File: src/rtl/fund_accum_pkg.sv
// Constants shared by the fundamental energy accumulator block.
// Assumes a 10-bit register address space of the metering front-end.
package fund_accum_pkg;

    // Structure
    localparam int NUM_PHASES = 3;
    localparam int ACC_W = 32;
    localparam int ADDR_W = 10;
    localparam int FLAG_W = 8;
    localparam int RD_W = 32;

    // Clock
    localparam int CLK_FREQ_HZ = 20_000_000;

    // Accumulator register addresses, index 0..2 is phase A..C
    localparam logic [ADDR_W-1:0] RNEG_ADDR [NUM_PHASES] =
        '{10'h208, 10'h2F4, 10'h3F0};
    localparam logic [ADDR_W-1:0] APP_ADDR [NUM_PHASES] =
        '{10'h20C, 10'h2F8, 10'h3E4};

    // Overflow flag register addresses, one per phase
    localparam logic [ADDR_W-1:0] FLAG_ADDR [NUM_PHASES] =
        '{10'h147, 10'h233, 10'h31F};

    // Flag bit positions
    localparam int RNEG_OVF_BIT = 3;
    localparam int APP_OVF_BIT = 4;

    // Reset values
    localparam logic [31:0] ACCUM_RESET = 32'h0000_0000;
    localparam logic [FLAG_W-1:0] FLAGS_RESET = 8'h00;
    localparam logic [RD_W-1:0] RD_IDLE = 32'h0000_0000;

endpackage : fund_accum_pkg

File: src/rtl/accum_if.sv
// Per-phase link between the accumulator top and one phase slice.
// Assumes the top drives the cycle inputs and the slice returns sums.
`timescale 1ns/1ns
interface accum_if #(parameter int W = 32);
    logic strobe;
    logic low_power;
    logic [W-1:0] react;
    logic [W-1:0] app;
    logic [W-1:0] current;
    logic [W-1:0] rneg_acc;
    logic [W-1:0] app_acc;
    logic rneg_wrap;
    logic app_wrap;

    modport top (
        output strobe, low_power, react, app, current,
        input rneg_acc, app_acc, rneg_wrap, app_wrap
    );
    modport phase (
        input strobe, low_power, react, app, current,
        output rneg_acc, app_acc, rneg_wrap, app_wrap
    );
endinterface : accum_if

File: src/rtl/phase_accum.sv
// One phase of fundamental reactive-negative and apparent accumulation.
// Assumes a one-cycle end-of-cycle strobe and synchronous inputs.
`timescale 1ns/1ns
module phase_accum
    import fund_accum_pkg::*;
#(
    parameter int W = ACC_W
) (
    // Clock, reset, enable
    input wire logic i_clk_sys,
    input wire logic i_rst_b,
    input wire logic i_ce,
    // Link to the top
    accum_if.phase bus
);

    logic [W-1:0] rneg;
    logic [W-1:0] app;
    logic rneg_wrap;
    logic app_wrap;
    logic [W-1:0] next_rneg;
    logic [W-1:0] next_app;
    logic next_rneg_wrap;
    logic next_app_wrap;
    logic [W-1:0] mag;
    logic [W-1:0] addend;
    logic [W:0] rneg_sum;
    logic [W:0] app_sum;

    // Sums are one bit wider; the top bit is the wrap carry
    always_comb begin
        mag = W'(~bus.react + 1'b1);
        addend = bus.low_power ? bus.current : bus.app;
        rneg_sum = {1'b0, rneg} + {1'b0, mag};
        app_sum = {1'b0, app} + {1'b0, addend};
        next_rneg = rneg;
        next_app = app;
        next_rneg_wrap = 1'b0;
        next_app_wrap = 1'b0;
        if (bus.strobe) begin
            // Only a negative cycle value feeds this sum
            if (bus.react[W-1]) begin
                next_rneg = rneg_sum[W-1:0];
                next_rneg_wrap = rneg_sum[W];
            end
            // No sign test: apparent or current magnitude added
            next_app = app_sum[W-1:0];
            next_app_wrap = app_sum[W];
        end
    end

    // Register stage, frozen while the clock enable is low
    always_ff @(posedge i_clk_sys) begin
        if (!i_rst_b) begin
            rneg <= W'(ACCUM_RESET);
            app <= W'(ACCUM_RESET);
            rneg_wrap <= 1'b0;
            app_wrap <= 1'b0;
        end else if (i_ce) begin
            rneg <= next_rneg;
            app <= next_app;
            rneg_wrap <= next_rneg_wrap;
            app_wrap <= next_app_wrap;
        end
    end

    assign bus.rneg_acc = rneg;
    assign bus.app_acc = app;
    assign bus.rneg_wrap = rneg_wrap;
    assign bus.app_wrap = app_wrap;

endmodule : phase_accum

File: src/rtl/fund_energy_accum.sv
// Three-phase fundamental reactive-negative and apparent accumulators,
// per-phase overflow flag registers and the register read/write port.
// Assumes the serial interface decodes host frames into single-cycle
// read and write strobes with a 10-bit address, and the measurement
// pipeline gives one end-of-cycle strobe with all phase values valid.
// Timing
// Edge s, strobe high and enable high: every phase slice adds its
// apparent (or current) value and the magnitude of a negative reactive
// value, and registers both the new sums and a one-cycle wrap
// pulse taken from the carry out of the adder.
// Edge s+1: the wrap pulse is folded into the flag register of its
// phase, so a flag lags its accumulator by one clock. A host that
// polls the flags right after a strobe must allow for that clock.
// Read: request at edge r, answer valid for one clock after edge r,
// data held after that until the next accepted read.
// Write: only the flag addresses respond; a write can clear flag bits
// but never set them, and a wrap in the same clock keeps its bit set.
// Enable low: nothing moves, neither sums nor flags nor read data.
// Reset: synchronous and stronger than the enable.
//
// Limitations
// Cycle apparent values and currents are taken as unsigned magnitudes;
// a negative value from the pipeline would be added as a large number.
// Only the reactive-negative and apparent flag bits exist here; the
// other bits of each flag register read as zero.
`timescale 1ns/1ns
module fund_energy_accum
    import fund_accum_pkg::*;
#(
    parameter int PHASES = NUM_PHASES,
    parameter int W = ACC_W
) (
    // Clock, reset, enable
    input wire logic i_clk_sys,
    input wire logic i_rst_b,
    input wire logic i_ce,
    // Measurement pipeline
    input wire logic i_cycle_strobe,
    input wire logic i_low_power,
    input wire logic [PHASES-1:0][W-1:0] i_cycle_react,
    input wire logic [PHASES-1:0][W-1:0] i_cycle_app,
    input wire logic [PHASES-1:0][W-1:0] i_cycle_current,
    // Host register port
    input wire logic i_rd_en,
    input wire logic [ADDR_W-1:0] i_rd_addr,
    input wire logic i_wr_en,
    input wire logic [ADDR_W-1:0] i_wr_addr,
    input wire logic [FLAG_W-1:0] i_wr_data,
    output logic o_rd_valid,
    output logic [RD_W-1:0] o_rd_data
);

    // Refuse shapes the address map and read word cannot carry
    if (PHASES != NUM_PHASES) begin : g_bad_phases
        $error("fund_energy_accum: PHASES must equal NUM_PHASES");
    end
    if (W != RD_W) begin : g_bad_width
        $error("fund_energy_accum: W must equal the read word width");
    end

    // Bits of the flag register that this block owns
    localparam logic [FLAG_W-1:0] OWN_MASK =
        FLAG_W'((1 << RNEG_OVF_BIT) | (1 << APP_OVF_BIT));

    logic [FLAG_W-1:0] flags [PHASES];
    logic [FLAG_W-1:0] next_flags [PHASES];
    logic [W-1:0] rneg_acc [PHASES];
    logic [W-1:0] app_acc [PHASES];
    logic [PHASES-1:0] rneg_wrap;
    logic [PHASES-1:0] app_wrap;
    logic rd_valid;
    logic [RD_W-1:0] rd_data;
    logic next_rd_valid;
    logic [RD_W-1:0] next_rd_data;

    // One accumulator slice per phase, all on the shared strobe
    for (genvar p = 0; p < PHASES; p++) begin : g_phase
        accum_if #(.W(W)) link ();

        assign link.strobe = i_cycle_strobe;
        assign link.low_power = i_low_power;
        assign link.react = i_cycle_react[p];
        assign link.app = i_cycle_app[p];
        assign link.current = i_cycle_current[p];
        assign rneg_acc[p] = link.rneg_acc;
        assign app_acc[p] = link.app_acc;
        assign rneg_wrap[p] = link.rneg_wrap;
        assign app_wrap[p] = link.app_wrap;

        phase_accum #(
            .W(W)
        ) u_phase (
            .i_clk_sys(i_clk_sys),
            .i_rst_b(i_rst_b),
            .i_ce(i_ce),
            .bus(link.phase)
        );
    end

    // Write hit per phase, decoded apart from the flag update so the
    // clear term and the set terms stay readable side by side
    logic [PHASES-1:0] flag_wr_hit;

    // One compare per phase; flag addresses never overlap, so at most
    // one bit of the hit vector is high in any clock
    always_comb begin
        flag_wr_hit = '0;
        for (int p = 0; p < PHASES; p++) begin
            if (i_wr_en && (i_wr_addr == FLAG_ADDR[p])) begin
                flag_wr_hit[p] = 1'b1;
            end
        end
    end

    // Flags: host writes may only clear bits (write 0 clears); a wrap
    // in the same cycle is ORed in after the clear so the set wins.
    // Losing a wrap to a racing clear would hide a rollover from the
    // host, which would then under-count usage by a full range.
    always_comb begin
        for (int p = 0; p < PHASES; p++) begin
            next_flags[p] = flags[p];
            if (flag_wr_hit[p]) begin
                next_flags[p] = flags[p] & i_wr_data;
            end
            if (rneg_wrap[p]) begin
                next_flags[p][RNEG_OVF_BIT] = 1'b1;
            end
            if (app_wrap[p]) begin
                next_flags[p][APP_OVF_BIT] = 1'b1;
            end
            next_flags[p] = next_flags[p] & OWN_MASK;
        end
    end

    // Flag register stage
    always_ff @(posedge i_clk_sys) begin
        if (!i_rst_b) begin
            for (int p = 0; p < PHASES; p++) begin
                flags[p] <= FLAGS_RESET;
            end
        end else if (i_ce) begin
            for (int p = 0; p < PHASES; p++) begin
                flags[p] <= next_flags[p];
            end
        end
    end

    // Read decode; unmapped addresses answer zero but still respond.
    // Answering every read keeps the host's framing simple: it never
    // has to wait for a valid that might not come.
    always_comb begin
        next_rd_valid = i_rd_en;
        next_rd_data = RD_IDLE;
        if (i_rd_en) begin
            for (int p = 0; p < PHASES; p++) begin
                if (i_rd_addr == RNEG_ADDR[p]) begin
                    next_rd_data = rneg_acc[p];
                end else if (i_rd_addr == APP_ADDR[p]) begin
                    next_rd_data = app_acc[p];
                end else if (i_rd_addr == FLAG_ADDR[p]) begin
                    next_rd_data = {{(RD_W-FLAG_W){1'b0}}, flags[p]};
                end
            end
        end
    end

    // Read data held until the next read, valid for one cycle.
    // Sums are sampled at the read edge, so a strobe in the same edge
    // is not yet seen; the host reads again to get the new value.
    always_ff @(posedge i_clk_sys) begin
        if (!i_rst_b) begin
            rd_valid <= 1'b0;
            rd_data <= RD_IDLE;
        end else if (i_ce) begin
            rd_valid <= next_rd_valid;
            if (next_rd_valid) begin
                rd_data <= next_rd_data;
            end
        end
    end

    assign o_rd_valid = rd_valid;
    assign o_rd_data = rd_data;

endmodule : fund_energy_accum

File: config.mk
export PLATFORM = sky130hd
export DESIGN_NAME = fund_energy_accum
export DESIGN_NICKNAME = d
export VERILOG_FILES = /design/src/rtl/fund_accum_pkg.sv /design/src/rtl/accum_if.sv /design/src/rtl/phase_accum.sv /design/src/rtl/fund_energy_accum.sv
export SDC_FILE = /design/constraint.sdc
export NUM_CORES = 1
export LEC_CHECK = 0
export ABC_CLOCK_PERIOD_IN_PS = 6700
export CORE_ASPECT_RATIO = 1.1
export CORE_MARGIN = 10
export CORE_UTILIZATION = 45
export CTS_CLUSTER_SIZE = 10
export DETAILED_ROUTE_END_ITERATION = 10
export DONT_BUFFER_PORTS = 1
export PLACE_DENSITY_LB_ADDON = 0.3
export SYNTH_ARGS = -nofsm -noshare
export SYNTH_HDL_FRONTEND = slang
export SYNTH_SLANG_ARGS = --single-unit
File: constraint.sdc
create_clock -name i_clk_sys -period 6.7 [get_ports i_clk_sys]
set_input_delay 1.005 -clock i_clk_sys [delete_from_list [all_inputs] [get_ports i_clk_sys]]
set_output_delay 1.005 -clock i_clk_sys [all_outputs]
set_load 0.02 [all_outputs]
==> results.py, run 1 <==
metrics = {
    "placement": {
        "hpwl_mm": 56.4,
        "gp_congestion": 0.967,
        "io_buffers": 0,
    },
    "timing": {
        "maxSlewHeadroom": 0.264,
        "hold-worst-slack_ns": 0.472,
        "finalHoldViolCount": 0,
        "period_share": 0.801,
        "fin_crit_ns": 5.37,
        "setup-violations-final": 0,
        "rsz0062_at_grt": "no",
        "skew_ns": 0.0138,
        "slew_viol_final": 0,
        "worst_slew_pin_slew_ns": 1.10,
        "fmax_mhz": 186,
        "setup_tns_ns": 0,
    },
    "floorplanning": {
        "die_w_um": 225,
        "die_h_um": 246,
        "initial_core_util": 0.456,
        "rows": 82,
        "ioPinCount": 356,
        "die-area_um2": 55400,
        "core_area_um2": 45800,
    },
    "setup_path": {
        "required_ns": 7.10,
        "cpLargestDelayFamily": "simple AND/OR/NAND/NOR gates",
        "critPathKind": "input pin to flop",
        "endpoint_kind": "flop",
        "rr_worst_depth": 13,
        "slowest_delay_ns": 0.55,
        "cp_max_fo": 6,
        "cp_slowest_cell": "or4_1",
        "worstPathCellList": "or3_1 -> nor4_1 -> nand2_1 -> or4_1 -> or4_1 -> xor2_1 -> ha_1 -> nand2_1 -> nor3_1 -> nand3_1 -> or4_1 -> o21bai_1 -> a41oi_1 -> a21oi_1 -> mux2i_1 -> a21oi_1",
        "crit_cells": 16,
        "cp-start-kind": "input pin",
        "crit_top_cell": "or4_1",
        "critPathBufInv": 0,
        "arrival_ns": 5.76,
    },
    "cts": {
        "cts_buffer_depth": 3,
        "clk_pin_slew_ns": 0.06,
        "cts_sinks": 237,
        "cts_buffers": 29,
        "ctsHtreeMaxLevel": 1,
        "clock_tree.root_cell": "clkbuf_16",
        "clkLatencyLatePin_ns": 0.56,
        "cts_setup_buffers": 0,
        "cts_tree": "done",
        "cts_resized": 0,
        "hold_buffers": 0,
    },
    "route": {
        "vias_per_cell": 6.25,
        "post_drt_wl_per_cell_um": 22.5,
        "antenna_left": 0,
        "drt-total-wl_mm": 72.4,
        "drc": 0,
        "first_iter_violations": 1241,
        "vias": 20100,
        "drt-pass1-iter-count": 6,
    },
    "yosys": {
        "synthFlopType": "dfxtp_1",
        "ys_async_sr_fraction": 0,
        "syn_area_per_cell_um2": 7.79,
        "synth_area_um2": 20900,
        "synth_edf_count": 6,
        "syn_nets": 3203,
        "synth_cells": 2679,
        "yosys_warnings": 0,
        "ys_seq_area_frac": 0.230,
        "synth_cell_types": 79,
        "ys_ff_latch": 237,
    },
    "power_and_ir_drop": {
        "intPower_mw": 2.81,
        "p_sw_mw": 1.37,
        "pwr-share-comb": 0.269,
        "peakVddDrop_uv": 158,
        "power_frac_clock": 0.342,
        "swShare": 0.328,
        "power_density_nw_per_um2": 188,
        "p_leak_nw": 8.77,
        "seq_power_share": 0.389,
        "power_mw": 4.17,
    },
    "cells_and_area": {
        "layout_commonest_cell": "nand2_1",
        "fin_nets": 3135,
        "num-fill-cells": 4405,
        "drive_gt1_frac": 0.0709,
        "areaGrowthSynthToFinish_pct": 6.20,
        "final_cell_mix": "335 x nand2_1, 292 x a21oi_1, 231 x dfxtp_1",
    },
    "job": {
        "cap_viol_max_count": 0,
    },
    "worst_hold_path": {
        "min_path_type": "flop to flop",
        "hold_path_depth": 2,
    },
    "global_route": {
        "grt_use_total": 0.248,
        "grt_antenna_before_repair": 1,
        "first_global_vias": 19400,
        "grt_pass1_wl_mm": 109,
        "gr-total-overflow": 0,
        "grt_max_degree": 97,
    },
    "run_status": {
        "status": "finished clean",
    },
}
-- synth_stat cells (7+ instances only) --
library cell,n,share of area
a31oi_1,42,0.013
o21ai_0,158,0.038
nand3_1,78,0.019
nand2b_1,34,0.010
nand4_1,16,0.0048
nor2_1,159,0.029
a2111oi_0,7,0.0029
or3_1,30,0.0090
a21oi_1,292,0.070
a221oi_1,36,0.015
and3_1,21,0.0063
nand3b_1,7,0.0025
a22o_1,33,0.014
ha_1,195,0.12
a21boi_0,10,0.0036
dfxtp_1,231,0.22
inv_1,69,0.012
nor2b_1,18,0.0054
nand2_1,336,0.060
a22oi_1,21,0.0076
or4_1,10,0.0036
xor2_1,77,0.032
xnor2_1,143,0.060
nor4_1,27,0.0081
mux2_2,93,0.050
or2_2,7,0.0021
mux2i_1,17,0.0082
o31ai_1,13,0.0047
and2_1,20,0.0060
nor3_1,61,0.015
o21a_1,25,0.0090
o211ai_1,25,0.0090
a211oi_1,33,0.012
a21o_1,77,0.028
o21bai_1,21,0.0076
buf_1,9,0.0016
clkbuf_1,106,0.019
a221o_1,15,0.0072
-- power groups by stage --
stage | registers [mW] | clock network [mW] | logic, mW
final | 1.62 | 1.43 | 1.12
after global routing | 1.63 | 1.50 | 1.25
after floorplan | 1.60 | 0 | 0.910
after detailed placement | 1.65 | 0 | 1.10
after global placement | 1.65 | 0 | 1.08
after CTS | 1.62 | 1.46 | 1.11
-- cell type report --
cell class,count,area (µm²),share of cell area
multi-input combinational,2258,15400,0.696
sequential,237,4800,0.217
clock buffer,42,805,0.0363
tap,588,736,0.0332
inverter,69,262,0.0118
timing repair buffer,16,120,0.00542
clock inverter,2,12.5,0.000564
antenna,1,2.50,0.000113
-- worst paths after layout --
check	startpoint	end	slack, ns
setup / recovery	i_cycle_react[71]	g_phase[2].u_phase.bus.rneg_acc[31]$_SDFFE_PN0P_	1.33
hold / removal	g_phase[1].u_phase.bus.app_acc[16]$_SDFFE_PN0P_	g_phase[1].u_phase.bus.app_acc[16]$_SDFFE_PN0P_	0.47
setup reg to reg	g_phase[2].u_phase.bus.app_acc[0]$_SDFFE_PN0P_	g_phase[2].u_phase.bus.app_acc[30]$_SDFFE_PN0P_	2.55
hold reg to reg	g_phase[1].u_phase.bus.app_acc[16]$_SDFFE_PN0P_	g_phase[1].u_phase.bus.app_acc[16]$_SDFFE_PN0P_	0.47
-- kinds of logic after synthesis --
group           Yosys count  share of synthesized area
simple gates            859                      0.197
mux                     110                     0.0583
compound gates          868                      0.266
buf+inv                 184                     0.0331
flops                   237                      0.230
fa+ha+maj               201                      0.123
xor+xnor                220                     0.0923
-- routing by layer --
layer | part of all wire | global-route usage | vias up
met4 | 0.045 | 0.108 | 0
li1 | - | - | 9770
met1 | 0.40 | 0.294 | 9429
met5 | 0 | 0 | -
met2 | 0.48 | 0.436 | 756
met3 | 0.074 | 0.0371 | 121
-- worst min-delay path, cell delays in order (launching register included) --
cell	delay (ns)
dfxtp_1	0.32
nand2_1	0.06
a21oi_1	0.05
-- registers in the layout, indices dropped and copies added (netlist names) --
register / count
o_rd_data: 32
o_rd_valid: 1
g_phase.u_phase.bus.app_acc: 96
flags: 6
g_phase.u_phase.bus.app_wrap: 3
g_phase.u_phase.bus.rneg_wrap: 3
g_phase.u_phase.bus.rneg_acc: 96
-- stage by stage --
step | instance area, µm² | instances | utilization | worst slack, ns
2_1_floorplan | 20900 | 2679 | - | 1.46
3_3_place_gp | 21400 | 3168 | 0.467 | 0.959
3_5_place_dp | 21400 | 3168 | 0.467 | 0.884
4_1_cts | 22200 | 3212 | 0.484 | 1.46
5_1_grt | 22200 | 3212 | 0.484 | 1.04
6_report | 22200 | 3213 | 0.484 | 1.33
No activity file was read; power rests on OpenSTA's default activity.
==> run 2: changes to the inputs <==
--- a/config.mk
+++ b/config.mk
@@ -5,7 +5,7 @@
 export SDC_FILE = /design/constraint.sdc
 export NUM_CORES = 1
 export LEC_CHECK = 0
-export ABC_CLOCK_PERIOD_IN_PS = 6700
+export ABC_CLOCK_PERIOD_IN_PS = 5400
 export CORE_ASPECT_RATIO = 1.1
 export CORE_MARGIN = 10
 export CORE_UTILIZATION = 45
==> constraint.sdc (replaced) <==
create_clock -name i_clk_sys -period 5.4 [get_ports i_clk_sys]
set_input_delay 0.81 -clock i_clk_sys [delete_from_list [all_inputs] [get_ports i_clk_sys]]
set_output_delay 0.81 -clock i_clk_sys [all_outputs]
set_load 0.02 [all_outputs]
==> run 2 against run 1 <==
  * Cell count rose by 0.25%
  * Hold slack worse by 0.086 ns
  * Register-to-register slack worse by 1.2 ns
  * Global-route usage is 0.32 points higher
  * Sequential share of layout area is 0.11 points lower
  * Clock skew down 0.0036 ns
  * Combinational power is 25% higher
  * Non-clock buffer count rose by 10
  * Setup slack worse by 0.74 ns
  * First-iteration DRC count rose by 15%
  * Critical path type unchanged
  * Largest power group unchanged
==> results.py, run 2 (same netlist as run 1, synthesis figures left out) <==
metrics = {
    "cts": {
        "ctsHtreeMaxLevel": 1,
        "cts_sinks": 237,
        "cts_buffers": 29,
        "hold_buffers": 0,
        "cts_tree": "done",
        "cts_resized": 0,
        "cts_setup_buffers": 0,
        "clock_tree.root_cell": "clkbuf_16",
        "clk_pin_slew_ns": 0.06,
        "clkLatencyLatePin_ns": 0.56,
        "cts_buffer_depth": 3,
    },
    "placement": {
        "place_ws_ns": 0.0955,
        "io_buffers": 0,
        "hpwl_mm": 56.8,
        "gp_congestion": 0.984,
    },
    "timing": {
        "worst_slew_pin_slew_ns": 1.15,
        "setup_tns_ns": 0,
        "finalHoldViolCount": 0,
        "setup-violations-final": 0,
        "period_share": 0.891,
        "fin_ws_ns": 0.590,
        "fmax_mhz": 208,
        "slew_viol_final": 0,
        "skew_ns": 0.0102,
        "fin_crit_ns": 4.81,
        "rsz0062_at_grt": "no",
        "maxSlewHeadroom": 0.231,
    },
    "power_and_ir_drop": {
        "peakVddDrop_uv": 214,
        "power_density_nw_per_um2": 236,
        "p_leak_nw": 8.85,
    },
    "global_route": {
        "grt_max_degree": 97,
        "grt_use_total": 0.251,
        "gr-total-overflow": 0,
        "grt_pass1_wl_mm": 111,
        "first_global_vias": 19500,
        "grt_antenna_before_repair": 0,
    },
    "job": {
        "cap_viol_max_count": 0,
    },
    "cells_and_area": {
        "fin_nets": 3145,
        "multi_input_area_um2": 15400,
        "regArea_um2": 4800,
        "final_cell_mix": "335 x nand2_1, 292 x a21oi_1, 231 x dfxtp_1",
        "drive_gt1_frac": 0.0756,
        "num-fill-cells": 4373,
        "layout_commonest_cell": "nand2_1",
        "diodes": 0,
        "areaGrowthSynthToFinish_pct": 6.74,
    },
    "setup_path": {
        "cp_slowest_cell": "or4_1",
        "required_ns": 5.81,
        "arrival_ns": 5.22,
        "critPathKind": "input pin to flop",
        "slowest_delay_ns": 0.55,
        "worstPathCellList": "nor2_1 -> nand3_1 -> or3_1 -> nand2b_1 -> or4_1 -> nor3_2 -> nand2b_1 -> nor2_1 -> xnor2_1 -> ha_1 -> nand2_1 -> nor3_1 -> nand3_1 -> or4_1 -> o21bai_1 -> a41oi_1 -> a21oi_1 -> mux2i_1 -> a21oi_1",
        "cp_max_fo": 5,
        "endpoint_kind": "flop",
        "cp-start-kind": "input pin",
    },
    "route": {
        "drt-pass1-iter-count": 6,
        "drt-total-wl_mm": 73.1,
        "vias_per_cell": 6.22,
        "drc": 0,
        "vias": 20000,
        "post_drt_wl_per_cell_um": 22.7,
        "first_iter_violations": 1422,
        "antenna_left": 0,
    },
    "run_status": {
        "status": "finished clean",
    },
    "floorplanning": {
        "ioPinCount": 356,
        "die-area_um2": 55400,
        "die_w_um": 225,
        "rows": 82,
        "initial_core_util": 0.456,
        "core_area_um2": 45800,
        "die_h_um": 246,
    },
    "worst_hold_path": {
        "min_path_type": "input pin to flop",
    },
}
## run 2: cell count changes in the layout (fill, tap and decap cells not counted), sizes merged
cell	previous run	this run
buf	16	26
bufinv	0	1
clkbuf	42	40
clkinv	1	2
clkinvlp	1	0
diode	1	0
## run 2: critical path: cells and delay by family
kind | cells | cell delay, ns
AO/OA/AOI/OAI | 4 | 0.78
XOR/XNOR | 1 | 0.11
adder cells (fa/ha/maj) | 1 | 0.37
multiplexers | 1 | 0.20
AND/OR/NAND/NOR | 12 | 2.95
## run 2: per-layer routing
| layer | routed length [µm] | vias to the layer above | GRT usage |
|---|---|---|---|
| met5 | 0 | - | 0 |
| met1 | 29200 | 9359 | 0.301 |
| met2 | 35100 | 743 | 0.435 |
| met4 | 3260 | 0 | 0.109 |
| li1 | - | 9779 | - |
| met3 | 5510 | 141 | 0.0422 |
## run 2: cell type report
cell class / instances / area share
clock buffers: 40 / 0.0367
repair buffers: 26 / 0.00876
clock inverters: 3 / 0.00180
multi-input cells: 2258 / 0.692
well taps: 588 / 0.0330
flip-flops and latches: 237 / 0.216
inverters: 69 / 0.0117
## run 2: per-stage QoR
| stage | total power [mW] | hold slack (ns) | cells | cell area (µm²) | util |
|---|---|---|---|---|---|
| final | 5.26 | 0.386 | 3221 | 22300 | 0.487 |
| after global routing | 5.53 | 0.373 | 3221 | 22300 | 0.487 |
| after CTS | 5.28 | 0.371 | 3221 | 22300 | 0.487 |
| after detailed placement | 3.42 | 0.465 | 3178 | 21400 | 0.468 |
| after global placement | 3.39 | 0.455 | 3178 | 21400 | 0.468 |
| after floorplan | 3.11 | 0.445 | 2679 | 20900 | - |
## run 2: worst paths after layout
path                                               startpoint                                          endpoint  slack [ns]  cells after the start
max                                         i_cycle_react[67]  g_phase[2].u_phase.bus.rneg_acc[31]$_SDFFE_PN0P_        0.59                     19
max reg2reg    g_phase[2].u_phase.bus.app_acc[0]$_SDFFE_PN0P_   g_phase[2].u_phase.bus.app_acc[30]$_SDFFE_PN0P_        1.32                     13
min reg2reg  g_phase[1].u_phase.bus.rneg_acc[13]$_SDFFE_PN0P_  g_phase[1].u_phase.bus.rneg_acc[13]$_SDFFE_PN0P_        0.47                      2
min                                                   i_rst_b   g_phase[1].u_phase.bus.app_acc[27]$_SDFFE_PN0P_        0.39                      1
## run 2: where the power goes
group | internal, mW | switching [mW] | leakage, nW
clock network | 1.08 | 0.771 | 0.422
registers | 1.87 | 0.147 | 1.95
logic | 0.605 | 0.795 | 6.47
total | 3.55 | 1.71 | 8.85
==> run 3: changes to the inputs <==
--- a/config.mk
+++ b/config.mk
@@ -8,7 +8,7 @@
 export ABC_CLOCK_PERIOD_IN_PS = 5400
 export CORE_ASPECT_RATIO = 1.1
 export CORE_MARGIN = 10
-export CORE_UTILIZATION = 45
+export CORE_UTILIZATION = 31
 export CTS_CLUSTER_SIZE = 10
 export DETAILED_ROUTE_END_ITERATION = 10
 export DONT_BUFFER_PORTS = 1
==> run 3 against run 2 <==
  * Routed wire length increased by 2.9%
  * Register-to-register slack improved by 0.06 ns
  * Clock power increased by 9%
  * Clock-buffer cell count increased by 6
  * Critical path type unchanged
  * Highest routed layer is now met5
  * Fmax increased by 3.6%
  * Global-route usage decreased by 7.0 points
  * Cell count increased by 9.0%
==> results.py, run 3 (same netlist as run 1, synthesis figures left out) <==
metrics = {
    "cts": {
        "cts_tree": "done",
        "clkLatencyLatePin_ns": 0.58,
        "clk_pin_slew_ns": 0.06,
        "ctsHtreeMaxLevel": 1,
        "cts_buffer_depth": 3,
        "cts_sinks": 237,
        "clock_tree.root_cell": "clkbuf_16",
        "hold_buffers": 0,
        "cts_setup_buffers": 0,
        "cts_buffers": 31,
        "cts_resized": 0,
    },
    "power_and_ir_drop": {
        "peakVddDrop_uv": 236,
        "p_leak_nw": 8.98,
        "power_mw": 5.41,
        "power_density_nw_per_um2": 237,
    },
    "timing": {
        "setup_tns_ns": 0,
        "hold-worst-slack_ns": 0.415,
        "fmax_mhz": 215,
        "finalHoldViolCount": 0,
        "slew_viol_final": 0,
        "fin_ws_ns": 0.759,
        "maxSlewHeadroom": 0.235,
        "skew_ns": 0.0228,
        "setup-violations-final": 0,
        "fin_crit_ns": 4.64,
        "period_share": 0.859,
        "rsz0062_at_grt": "no",
        "worst_slew_pin_slew_ns": 1.15,
    },
    "cells_and_area": {
        "num-fill-cells": 7088,
        "fin_nets": 3158,
        "diodes": 0,
        "drive_gt1_frac": 0.0830,
        "areaGrowthSynthToFinish_pct": 9.35,
        "regArea_um2": 4800,
        "final_cell_mix": "335 x nand2_1, 292 x a21oi_1, 231 x dfxtp_1",
        "layout_commonest_cell": "nand2_1",
        "multi_input_area_um2": 15400,
        "instances_no_fill": 3510,
        "stdcell_area_um2": 22800,
        "fin_util": 0.343,
    },
    "floorplanning": {
        "initial_core_util": 0.314,
        "die_w_um": 267,
        "core_area_um2": 66500,
        "rows": 99,
        "ioPinCount": 356,
        "die-area_um2": 78100,
        "die_h_um": 292,
    },
    "placement": {
        "gp_congestion": 0.894,
        "place_ws_ns": 0.184,
        "hpwl_mm": 59.2,
        "dpl.cell_count": 3459,
        "io_buffers": 0,
        "dpl_cell_area_um2": 21800,
    },
    "setup_path": {
        "critPathKind": "input pin to flop",
        "regToRegSetupSlack_ns": 1.38,
        "worstPathCellList": "or4_4 -> or3_1 -> or4_4 -> or4_4 -> nor2_1 -> xnor2_1 -> ha_1 -> a21o_1 -> a21o_1 -> a21o_1 -> a2111oi_0 -> a221oi_1 -> a41o_1 -> o31ai_1 -> xor2_1 -> o21ai_0",
        "slowest_delay_ns": 0.55,
        "required_ns": 5.85,
        "cp_max_fo": 5,
        "cp-start-kind": "input pin",
        "endpoint_kind": "flop",
        "cp_slowest_cell": "or4_4",
        "arrival_ns": 5.09,
    },
    "route": {
        "drt-total-wl_mm": 75.2,
        "drc": 0,
        "post_drt_wl_per_cell_um": 21.4,
        "antenna_left": 0,
        "drt-pass1-iter-count": 7,
        "vias": 19300,
        "vias_per_cell": 5.50,
        "first_iter_violations": 1236,
    },
    "job": {
        "cap_viol_max_count": 0,
    },
    "global_route": {
        "grt_pass1_wl_mm": 111,
        "grt_antenna_before_repair": 3,
        "gr-total-overflow": 0,
        "grt_max_degree": 97,
        "first_global_vias": 18600,
        "grt_use_total": 0.182,
    },
    "worst_hold_path": {
        "min_path_type": "input pin to flop",
    },
    "run_status": {
        "status": "finished clean",
    },
}
## run 3: changes by cell type in the layout (fill, tap and decap cells not counted), sizes merged
cell	change
clkinv	+3
buf	+11
clkbuf	+6
bufinv	-1
## run 3: layout make-up
type,instances,share of cell area
clock buffer,46,0.0418
tap,858,0.0470
clock inverter,5,0.00110
inverter,69,0.0115
multi-input combinational,2258,0.675
timing repair buffer,37,0.0127
sequential,237,0.210
## run 3: critical path, delay by kind of cell
family / cells / cell delay, ns
fa+ha+maj: 1 / 0.26
xor+xnor: 2 / 0.29
compound gates: 8 / 1.70
simple gates: 5 / 2.03
## run 3: worst paths after layout
path / from / cells after the start / to
max: i_cycle_react[40] / 16 / g_phase[1].u_phase.bus.rneg_acc[31]$_SDFFE_PN0P_
min: i_rst_b / 2 / o_rd_data[25]$_SDFFE_PN0P_
max reg2reg: g_phase[2].u_phase.bus.app_acc[0]$_SDFFE_PN0P_ / 14 / g_phase[2].u_phase.bus.app_wrap$_SDFFE_PN0P_
min reg2reg: g_phase[2].u_phase.bus.app_acc[12]$_SDFFE_PN0P_ / 2 / g_phase[2].u_phase.bus.app_acc[12]$_SDFFE_PN0P_
## run 3: layer usage
layer,share of wire,wire (µm),vias up,track usage
met3,0.069,5200,104,0.0344
met1,0.44,33200,8822,0.236
met5,0.00017,13,-,0
met2,0.45,33900,572,0.296
met4,0.038,2830,2,0.0626
li1,-,-,9815,-
## run 3: power by group
| group | internal (mW) | total (mW) | leakage, nW | switching [mW] |
|---|---|---|---|---|
| registers | 1.87 | 2.00 | 1.95 | 0.135 |
| clock network | 1.20 | 2.01 | 0.491 | 0.809 |
| logic | 0.610 | 1.40 | 6.53 | 0.795 |
